--- config.mk ---
export PLATFORM = sky130hd
export DESIGN_NAME = sar_serial_readout
export DESIGN_NICKNAME = d
export VERILOG_FILES = /design/src/sar_readout_pkg.sv /design/src/pin_edge_sync.sv /design/src/sar_serial_readout.sv
export SDC_FILE = /design/constraint.sdc
export NUM_CORES = 1
export LEC_CHECK = 0
export BUFFER_PORTS_ARGS = -buffer_cell sky130_fd_sc_hd__buf_2
export CAP_MARGIN = 25
export CORE_ASPECT_RATIO = 1.75
export CORE_MARGIN = 2
export CORE_UTILIZATION = 30
export CTS_CLUSTER_SIZE = 10
export DETAILED_ROUTE_END_ITERATION = 10
export GPL_ROUTABILITY_DRIVEN = 0
export GPL_TIMING_DRIVEN = 0
export PLACE_DENSITY = 0.45
export SLEW_MARGIN = 20
export SYNTH_ARGS = -nofsm -noshare
export SYNTH_HDL_FRONTEND = slang
export SYNTH_SLANG_ARGS = --single-unit
--- constraint.sdc ---
create_clock -name clk -period 4.6 [get_ports clk]
set_input_delay 0.23 -clock clk [delete_from_list [all_inputs] [get_ports clk]]
set_output_delay 0.23 -clock clk [all_outputs]
set_load 0.01 [all_outputs]
--- src/sar_readout_pkg.sv ---
// Shared constants and types for the serial conversion readout block
package sar_readout_pkg;
  localparam int RESULT_BITS = 14;
  localparam int FRAME_BITS = 16;
  localparam int CONV_STEPS = 14;
  localparam int NAP_PULSES = 2;
  localparam int SLEEP_PULSES = 4;
  localparam int CLK_PERIOD_NS = 5;
  localparam int NAP_WAKE_NS = 50;
  localparam real SLEEP_WAKE_MS = 1.1;
  localparam int NAP_WAKE_CYCLES = (NAP_WAKE_NS / CLK_PERIOD_NS < 1) ? 1 : NAP_WAKE_NS / CLK_PERIOD_NS;
  localparam int SLEEP_WAKE_CYCLES = int'(SLEEP_WAKE_MS * 1.0e6 / CLK_PERIOD_NS);
  localparam logic [4:0] BIT_CNT_RESET = 5'h00;
  localparam logic [2:0] PULSE_CNT_RESET = 3'h0;
  localparam logic [13:0] RESULT_RESET = 14'h0000;

  typedef logic [RESULT_BITS-1:0] result_t;

  typedef struct packed {
    logic level;
    logic rise;
    logic fall;
  } pin_edge_t;

  typedef enum logic [3:0] {
    PWR_ACTIVE = 4'b0001,
    PWR_NAP = 4'b0010,
    PWR_SLEEP = 4'b0100,
    PWR_WAKING = 4'b1000
  } power_state_t;
endpackage

--- src/pin_edge_sync.sv ---
// Three-stage pin synchroniser with edge pulses
`timescale 1ns/100ps
`default_nettype none
module pin_edge_sync
  import sar_readout_pkg::*;
#(
  parameter logic RESET_LEVEL = 1'b0
)
(
  // Clock and reset
  input wire logic clk,
  input wire logic rst,
  // Pin and result
  input wire logic pin,
  output var pin_edge_t sync
);
  logic s1;
  logic s2;
  logic s3;

  // Shift chain; first stage feeds only the second
  always_ff @(posedge clk or posedge rst)
  begin
    if (rst)
    begin
      s1 <= RESET_LEVEL;
      s2 <= RESET_LEVEL;
      s3 <= RESET_LEVEL;
    end
    else
    begin
      s1 <= pin;
      s2 <= s1;
      s3 <= s2;
    end
  end

  // Change accepted once stages two and three agree
  always_ff @(posedge clk or posedge rst)
  begin
    if (rst)
    begin
      sync <= '{level: RESET_LEVEL, rise: 1'b0, fall: 1'b0};
    end
    else
    begin
      sync.rise <= (s2 == s3) && s3 && !sync.level;
      sync.fall <= (s2 == s3) && !s3 && sync.level;
      if (s2 == s3)
      begin
        sync.level <= s3;
      end
    end
  end
endmodule
`default_nettype wire

--- src/sar_serial_readout.sv ---
// Serial conversion and readout logic of the sampling converter
`timescale 1ns/100ps
`default_nettype none
module sar_serial_readout
  import sar_readout_pkg::*;
#(
  parameter int SLEEP_WAKE = SLEEP_WAKE_CYCLES
)
(
  // Clock and reset
  input wire logic clk,
  input wire logic rst,
  // Serial pins
  input wire logic conv_sel_n,
  input wire logic shift_clk,
  output logic serial_result_out,
  output logic serial_result_oe,
  // Analog front end
  input wire result_t sample_in,
  output logic tracking,
  output logic bias_on,
  // Power status
  output logic nap,
  output logic sleep,
  output logic ready,
  output logic result_suspect
);
  pin_edge_t sel;
  pin_edge_t sck;
  power_state_t pwr;
  power_state_t next_pwr;
  logic [FRAME_BITS-1:0] shreg;
  logic [4:0] bit_cnt;
  logic [2:0] pulse_cnt;
  logic [17:0] wake_cnt;
  logic in_frame;
  logic frame_clocked;
  result_t held;
  result_t result;
  logic clocked_close;
  logic static_close;

  pin_edge_sync #(.RESET_LEVEL(1'b1)) sel_sync (.clk(clk), .rst(rst), .pin(conv_sel_n), .sync(sel));
  pin_edge_sync #(.RESET_LEVEL(1'b0)) sck_sync (.clk(clk), .rst(rst), .pin(shift_clk), .sync(sck));

  assign clocked_close = sel.rise && frame_clocked;
  assign static_close = sel.rise && !frame_clocked;

  // Frame bookkeeping and hold capture
  always_ff @(posedge clk or posedge rst)
  begin
    if (rst)
    begin
      in_frame <= 1'b0;
      frame_clocked <= 1'b0;
      held <= RESULT_RESET;
    end
    else if (sel.fall)
    begin
      in_frame <= 1'b1;
      frame_clocked <= 1'b0;
      held <= sample_in;
    end
    else if (sel.rise)
    begin
      in_frame <= 1'b0;
    end
    else if (in_frame && (sck.rise || sck.fall))
    begin
      frame_clocked <= 1'b1;
    end
  end

  // Sample-and-hold tracks while select is high
  always_ff @(posedge clk or posedge rst)
  begin
    if (rst)
    begin
      tracking <= 1'b1;
    end
    else
    begin
      tracking <= sel.level;
    end
  end

  // Conversion steps; result lands on the fourteenth falling edge
  always_ff @(posedge clk or posedge rst)
  begin
    if (rst)
    begin
      bit_cnt <= BIT_CNT_RESET;
      result <= RESULT_RESET;
    end
    else if (sel.fall)
    begin
      bit_cnt <= BIT_CNT_RESET;
    end
    else if (in_frame && sck.fall && bit_cnt != 5'(FRAME_BITS))
    begin
      bit_cnt <= bit_cnt + 5'h01;
      if (bit_cnt == 5'(CONV_STEPS - 1))
      begin
        result <= held;
      end
    end
  end

  // Output shift register, MSB first with leading zeros
  always_ff @(posedge clk or posedge rst)
  begin
    if (rst)
    begin
      shreg <= '0;
    end
    else if (sel.fall)
    begin
      shreg <= sck.level ? {2'b00, result} : {1'b0, result, 1'b0};
    end
    else if (in_frame && sck.fall)
    begin
      shreg <= {shreg[FRAME_BITS-2:0], 1'b0};
    end
  end

  // Output drive and enable
  always_ff @(posedge clk or posedge rst)
  begin
    if (rst)
    begin
      serial_result_out <= 1'b0;
      serial_result_oe <= 1'b0;
    end
    else if (sel.level && !sel.fall)
    begin
      serial_result_oe <= 1'b0;
      serial_result_out <= 1'b0;
    end
    else if (sel.fall)
    begin
      serial_result_oe <= 1'b1;
      serial_result_out <= 1'b0;
    end
    else if (in_frame && sck.fall)
    begin
      serial_result_out <= shreg[FRAME_BITS-2];
      if (bit_cnt == 5'(FRAME_BITS - 1))
      begin
        serial_result_oe <= 1'b0;
      end
    end
  end

  // Static select pulses count toward power-down
  always_ff @(posedge clk or posedge rst)
  begin
    if (rst)
    begin
      pulse_cnt <= PULSE_CNT_RESET;
    end
    else if (clocked_close)
    begin
      pulse_cnt <= PULSE_CNT_RESET;
    end
    else if (static_close && pulse_cnt != 3'(SLEEP_PULSES))
    begin
      pulse_cnt <= pulse_cnt + 3'h1;
    end
  end

  // Power state
  always_comb
  begin
    next_pwr = pwr;
    unique case (pwr)
      PWR_ACTIVE, PWR_WAKING:
      begin
        if (static_close && pulse_cnt == 3'(NAP_PULSES - 1))
        begin
          next_pwr = PWR_NAP;
        end
        else if (pwr == PWR_WAKING && wake_cnt == 18'h00000)
        begin
          next_pwr = PWR_ACTIVE;
        end
      end
      PWR_NAP:
      begin
        if (static_close && pulse_cnt == 3'(SLEEP_PULSES - 1))
        begin
          next_pwr = PWR_SLEEP;
        end
        else if (clocked_close)
        begin
          next_pwr = PWR_WAKING;
        end
      end
      PWR_SLEEP:
      begin
        if (clocked_close)
        begin
          next_pwr = PWR_WAKING;
        end
      end
      default:
      begin
        next_pwr = PWR_ACTIVE;
      end
    endcase
  end

  always_ff @(posedge clk or posedge rst)
  begin
    if (rst)
    begin
      pwr <= PWR_ACTIVE;
    end
    else
    begin
      pwr <= next_pwr;
    end
  end

  // Wake timer: short from nap, long from sleep
  always_ff @(posedge clk or posedge rst)
  begin
    if (rst)
    begin
      wake_cnt <= '0;
    end
    else if (pwr == PWR_NAP && next_pwr == PWR_WAKING)
    begin
      wake_cnt <= 18'(NAP_WAKE_CYCLES - 1);
    end
    else if (pwr == PWR_SLEEP && next_pwr == PWR_WAKING)
    begin
      wake_cnt <= 18'(SLEEP_WAKE - 1);
    end
    else if (wake_cnt != 18'h00000)
    begin
      wake_cnt <= wake_cnt - 18'h00001;
    end
  end

  // Status outputs
  always_ff @(posedge clk or posedge rst)
  begin
    if (rst)
    begin
      nap <= 1'b0;
      sleep <= 1'b0;
      bias_on <= 1'b1;
      ready <= 1'b1;
      result_suspect <= 1'b0;
    end
    else
    begin
      nap <= next_pwr == PWR_NAP;
      sleep <= next_pwr == PWR_SLEEP;
      bias_on <= next_pwr != PWR_SLEEP;
      ready <= next_pwr == PWR_ACTIVE;
      if (next_pwr == PWR_WAKING && pwr != PWR_WAKING)
      begin
        result_suspect <= 1'b1;
      end
      else if (clocked_close)
      begin
        result_suspect <= 1'b0;
      end
    end
  end

  localparam int nap_wait_max = NAP_WAKE_CYCLES + 1;
endmodule
`default_nettype wire

### Yosys cells after proc, flatten, opt, wreduce, memory -nomap -nowiden

Cells that the tools add are included.

| operators by class | value |
|---|---|
| $add $sub $neg | 3 |
| $mul | 0 |
| div/mod/pow operators | 0 |
| order comparisons | 0 |
| equal/unequal tests | 19 |
| shifts and indexed selects | 0 |
| muxes and demuxes | 29 |
| bitwise gates (word level) | 1 |
| reduce and logical (&&, ||, !) cells | 43 |

Operator list:

| kind | count |
|---|---|
| $mux 18 | 3 |
| $mux 15 | 3 |
| $logic_and 1x1->1 | 21 |
| $logic_not 18->1 | 1 |
| $reduce_bool 18->1 | 1 |
| $sub 18x1->18 const B | 1 |
| $mux 4 | 4 |
| $mux 1 | 14 |
| $pmux 4 s3 | 1 |
| $reduce_bool 2->1 | 6 |
| $eq 5x4->1 const B | 2 |
| $mux 5 | 2 |
| $reduce_bool 3->1 | 3 |
| $eq 4x1->1 const B | 2 |
| $eq 4x2->1 const B | 2 |
| $eq 4x3->1 const B | 2 |
| $eq 4x4->1 const B | 2 |
| $logic_not 1->1 | 6 |
| $mux 3 | 2 |
| $add 5x1->5 const B | 1 |
| $ne 5x5->1 const B | 1 |
| $ne 4x3->1 const B | 1 |
| $ne 4x4->1 const B | 1 |
| $reduce_and 2->1 | 2 |
| other kinds (10) | 11 |

| storage, ports and cells | value |
|---|---|
| register bits | 95 |
| latch bits | 0 |
| memory bits (writable) | 0 |
| bits in read-only memories | 0 |
| input port bits | 18 |
| output and inout port bits | 8 |
| logic and storage cells | 124 |
| memories | 0 |

### Logic depth before layout (Yosys ltp)

| logic depth | value |
|---|---|
| depth after elaboration | 9 |
| gate-level depth with buffers | 8 |
| gate-level depth less buffers | 7 |

### Modules after synthesis

A second synthesis with hierarchy kept.

| unflattened totals | value |
|---|---|
| cells, all modules | 377 |
| area, all modules | 4400.5 um^2 |

By module, submodules not included:

| module | times used | cells an instance | area an instance (um^2) | sequential area each (um^2) |
|---|---|---|---|---|
| sar_serial_readout | 1 | 349 | 3967.6 | 2082.0 |
| pin_edge_sync at sel_sync | 1 | 14 | 219.0 | 155.1 |
| pin_edge_sync at sck_sync | 1 | 14 | 214.0 | 150.1 |

### Worst setup path after synthesis

No wires, ideal clock.

| path | value |
|---|---|
| path type | reg-to-reg |
| from | reg wake_cnt[0] |
| to | reg wake_cnt[10] |
| library setup time | 0.077 ns |
| data arrival time | 1.996 ns |
| data required time | 4.523 ns |
| slack | 2.526 ns |
| stages on the path, launching flop included | 7 |
| buffers on the path | 0 |
| period minus slack after synthesis | 2.074 ns |
| path through | dfrtp_1 > inv_1 > ha_1 > or4b_4 > or3b_4 > or3_1 > a21oi_1 |

| between the ends | value |
|---|---|
| cells in the longest elaborated chain, start to end | 9 |
| elaborated cells on any way between the ends | 14 |
| classes of those cells | add/sub: 1; eq/ne: 1; mux: 6; reduce/logical: 6 |

RTL lines:

| item | RTL line | source |
|---|---|---|
| from (decl) | sar_serial_readout.sv:35 | `logic [17:0] wake_cnt;` |
| from (signal assigned) | sar_serial_readout.sv:233 | `wake_cnt <= 18'(NAP_WAKE_CYCLES - 1);` |
| from (signal assigned) | sar_serial_readout.sv:237 | `wake_cnt <= 18'(SLEEP_WAKE - 1);` |
| from (signal assigned) | sar_serial_readout.sv:241 | `wake_cnt <= wake_cnt - 18'h00001;` |
| $logic_not 18->1 | sar_serial_readout.sv:182 | `else if (pwr == PWR_WAKING && wake_cnt == 18'h00000)` |
| $logic_and 1x1->1 | sar_serial_readout.sv:182 |  |
| $mux 4 | sar_serial_readout.sv:182 |  |
| $mux 4 | sar_serial_readout.sv:178 | `if (static_close && pulse_cnt == 3'(NAP_PULSES - 1))` |
| $pmux 4 s3 | sar_serial_readout.sv:175 | `unique case (pwr)` |
| $eq 4x4->1 | sar_serial_readout.sv:231, sar_serial_readout.sv:235 |  |
| $logic_and 1x1->1 | sar_serial_readout.sv:235 | `else if (pwr == PWR_SLEEP && next_pwr == PWR_WAKING)` |
| $mux 18 | sar_serial_readout.sv:235 |  |
| $mux 18 | sar_serial_readout.sv:231 | `else if (pwr == PWR_NAP && next_pwr == PWR_WAKING)` |

Parallel ways exist; a longest one is shown, timed or not. The select of a mux whose other input is x is not followed.
A chain may end at the register's enable or synchronous reset.

### Worst setup path in the final report

| path | value |
|---|---|
| from | reg sel_sync.sync[0] (netlist name) |
| to | reg result[2] |

| between the ends | value |
|---|---|
| cells in the longest elaborated chain, start to end | 2 |

RTL lines:

| item | RTL line | source |
|---|---|---|
| from (decl) | pin_edge_sync.sv:15 | `output var pin_edge_t sync` |
| from (signal assigned) | pin_edge_sync.sv:43 | `sync <= '{level: RESET_LEVEL, rise: 1'b0, fall: 1'b0};` |
| $not 1->1 (no source line) | n/a |  |
| $reduce_and 3->1 (no source line) | n/a |  |
| to (signal assigned) | sar_serial_readout.sv:104 | `result <= held;` |
| to (decl) | sar_serial_readout.sv:39 | `result_t result;` |

Every way passes these cells.

==> run_results.csv <==
group,metric,value,unit
outcome,outcome,"complete, no violations",
timing,skew,0.00762,ns
floorplanning,dieArea,15400,sq um
global_route,grt_start_max_net_pins,73,
cts,cts_htree_levels,3,
critical_path,cp-start-kind,"flop",
logic_synthesis,synth_top_family_by_area,"simple AND/OR/NAND/NOR gates",
hold_path,min_path_cells,2,
logic_synthesis,synth-xor-area-share,3.24,%
layout,fin_util,35.6,%
floorplanning,start_util,30.4,%
pwr,seqPwrFrac,47.5,%
logic_synthesis,async_flop_share,100,%
global_route,track_usage,12.8,%
job,maxCapViolations,0,
global_route,antenna_found_initial,0,
layout,area_delta_synth_final,17.2,%
logic_synthesis,netlist_area,4320,sq um
logic_synthesis,synth_compound_area_share,10.5,%
timing,period_share,52.3,%
critical_path,regToRegStartpoint,"sel_sync.sync[0]",
pwr,swShare,29.2,%
placed_design,hpwl,6270,um
timing,rsz0062_at_grt,"false",
logic_synthesis,synth.avg_cell_area,11.5,sq um
layout,final_common_cell,"dfrtp_1",
floorplanning,num_rows,58,
critical_path,crit_chain,"clkbuf_1 -> nand4b_1 -> nor3_1 -> buf_2 -> mux2_2",
timing,whs,0.113,ns
hold_path,min-delay-start,"sample_in[2]",
logic_synthesis,synth.distinct_cells,49,
layout,drive_above_1_share,21.7,%
route,dr.pass1.iters,4,
critical_path,cp.arrival,2.63,ns
cts,cts_setup_buffers,0,
timing,fin_setup_tns,0,ns
pwr,clockPowerShare,32.5,%
timing,final_max_slew_viol_count,0,
timing,finalSetupViolCount,0,
pwr,p_total,2.52,mW
critical_path,cp_max_fo,10,
logic_synthesis,ys_seq_elements,95,
hold_path,holdPathEnd,"held[2]",
cts,clkLatencyLatePin,0.34,ns
layout,n_antenna_cell,0,
cts,cts.sinks,95,
route,postRouteAntennaNets,0,
global_route,grt_pass1_wl,15200,um
floorplanning,io_pins,26,
global_route,gr-total-overflow,0,
logic_synthesis,synth_warnings,0,
route,wl_per_cell,14.7,um
timing,max_freq,416,MHz
logic_synthesis,synthTopCellsByArea,"dfrtp_1 (50%), mux2_2 (7.6%), dfstp_2 (4.9%)",
critical_path,timing_worst_setup_path_type,"flop to flop",
cts,tritoncts,"built",
logic_synthesis,ys.flop_type,"dfrtp_1",
timing,fin_ws,2.19,ns
critical_path,critical-path-max-stage-delay,0.61,ns
critical_path,crit_cells,5,
critical_path,r2r_setup_slack,2.19,ns
placed_design,placed_cells,581,
logic_synthesis,syn_nets,407,
layout,stdcell_count,600,
timing,post-route-min-period,2.41,ns
critical_path,crit_family,"simple AND/OR/NAND/NOR gates",
pwr,power_density,498,nW/um^2
logic_synthesis,synth-adder-area-share,4.05,%
route,dr.first_iter.drc_count,92,
layout,design_area,5060,sq um
layout,nets,447,
logic_synthesis,synthCells,375,
pwr,p_int,1.79,mW
hold_path,min_path_type,"input port to flop",
cts,clk_pin_slew,0.07,ns
timing,worst_slew_pin_slew,0.780,ns
cts,cts-root-buf,"clkbuf_16",
global_route,grt_pass1_vias,3155,
placed_design,dpl_worst_slack,2.12,ns
timing,hold_viol_final,0,
critical_path,worst_path_max_delay_cell,"nor3_1",
logic_synthesis,synth_simple_gate_area_share,12.9,%
critical_path,required,4.83,ns
cts,clk_path_buf_depth,2,
placed_design,dpl_cell_area,4700,sq um
critical_path,reg2reg_depth,5,
floorplanning,die_x,94.7,um
pwr,power.net_switching,736,uW
cts,numCtsBuffers,9,
critical_path,path_buf_inv,2,
pwr,combPwrFrac,20.0,%
placed_design,port_buffers,25,
pwr,irDropWorstVdd,205,uV
layout,final_cell_mix,"dfrtp_1 (87), mux2_2 (29), a21oi_1 (28), nand2_1 (26), buf_2 (26)",
logic_synthesis,synth_edf_count,0,
logic_synthesis,synth_top_area_share,50.4,%
floorplanning,coreArea,14200,sq um
logic_synthesis,synth_seq_area_share,55.3,%
route,vias,2881,
floorplanning,die_h,163,um
route,drc,0,
logic_synthesis,synth_mux_area_share,11.0,%
critical_path,cp-end-kind,"flop",
critical_path,r2r_end,"result[2]",
route,wirelength,8810,um
logic_synthesis,yosysTopAreaCell,"dfrtp_1",
route,avgViaCountPerCell,4.80,
pwr,power.leakage,2.30,nW
timing,slew_headroom,47.6,%
==> power groups by stage <==
stage	Clock [mW]	Combinational, mW	Sequential, mW
6_report	0.821	0.504	1.20
5_1_grt	0.885	0.577	1.23
4_1_cts	0.855	0.515	1.20
3_5_place_dp	0	0.509	1.22
3_3_place_gp	0	0.486	1.21
2_1_floorplan	0	0.406	1.17
==> timing repair <==
item / CTS / global route
hold endpoints to repair: 22 / 0
hold buffers: 3 / 0
resized for setup: 0 / 0
==> layer usage <==
layer / GRT usage, % / part of all wire [%] / up-vias
li1: - / - / 1409
met1: 13.9 / 41 / 1422
met2: 23.0 / 54 / 35
met3: 2.68 / 2.3 / 15
met4: 5.99 / 2.7 / 0
met5: 0 / 0 / -
==> worst max path at each step <==
stage,start,end
5_1_grt,sel_sync.sync[0],result[7]
3_5_place_dp,sel_sync.sync[0],result[13]
2_1_floorplan,rst,bit_cnt[0]
4_1_cts,sel_sync.sync[0],result[13]
6_report,sel_sync.sync[0],result[2]
3_3_place_gp,rst,held[2]
==> synth_stat cells, types with 2 or more instances <==
cell type  count
nor2_1        14
dfstp_2        8
nand2_1       26
o21ai_1        5
buf_1          3
and2_1         4
a21o_1         3
nor4_1         4
xnor2_1       11
ha_1          14
a2111oi_0      2
or3_1          3
mux2_2        29
dfrtp_1       87
mux2i_1       15
and3_1        14
a21oi_1       28
nand3_1        4
a211oi_1      15
nor2b_1        5
nand4b_1       2
xor2_1         5
clkbuf_1      11
o21ai_0       16
inv_1         17
nor3_1         7
==> state kept, by name, indices dropped and copies added (netlist names), 3 cells and up <==
name	cells
bit_cnt	5
pwr	4
pulse_cnt	3
sck_sync.sync	3
sel_sync.sync	3
wake_cnt	18
held	14
result	14
shreg	15
==> layout make-up <==
cell class / count / area [sq um]
Buffer: 16 / 65.1
Clock buffer: 10 / 239
Clock inverter: 6 / 91.3
Fill cell: 1451 / 9160
Inverter: 17 / 68.8
Multi-Input combinational cell: 247 / 1800
Sequential cell: 95 / 2390
Tap cell: 180 / 225
Timing Repair Buffer: 29 / 183
==> cells by family after synthesis <==
logic type	Yosys count
AND/OR/NAND/NOR	97
flip-flops	95
AO/OA/AOI/OAI	76
multiplexers	44
buffers and inverters	33
XOR/XNOR	16
adder cells (fa/ha/maj)	14
==> worst reg2reg max path: cells and delay by family, from the launching register on <==
family	cells	cell delay, ns
buffers and inverters	2	0.67
flip-flops	1	0.37
multiplexers	1	0.36
AND/OR/NAND/NOR	2	0.89
Power figures use the tool's default switching activity.
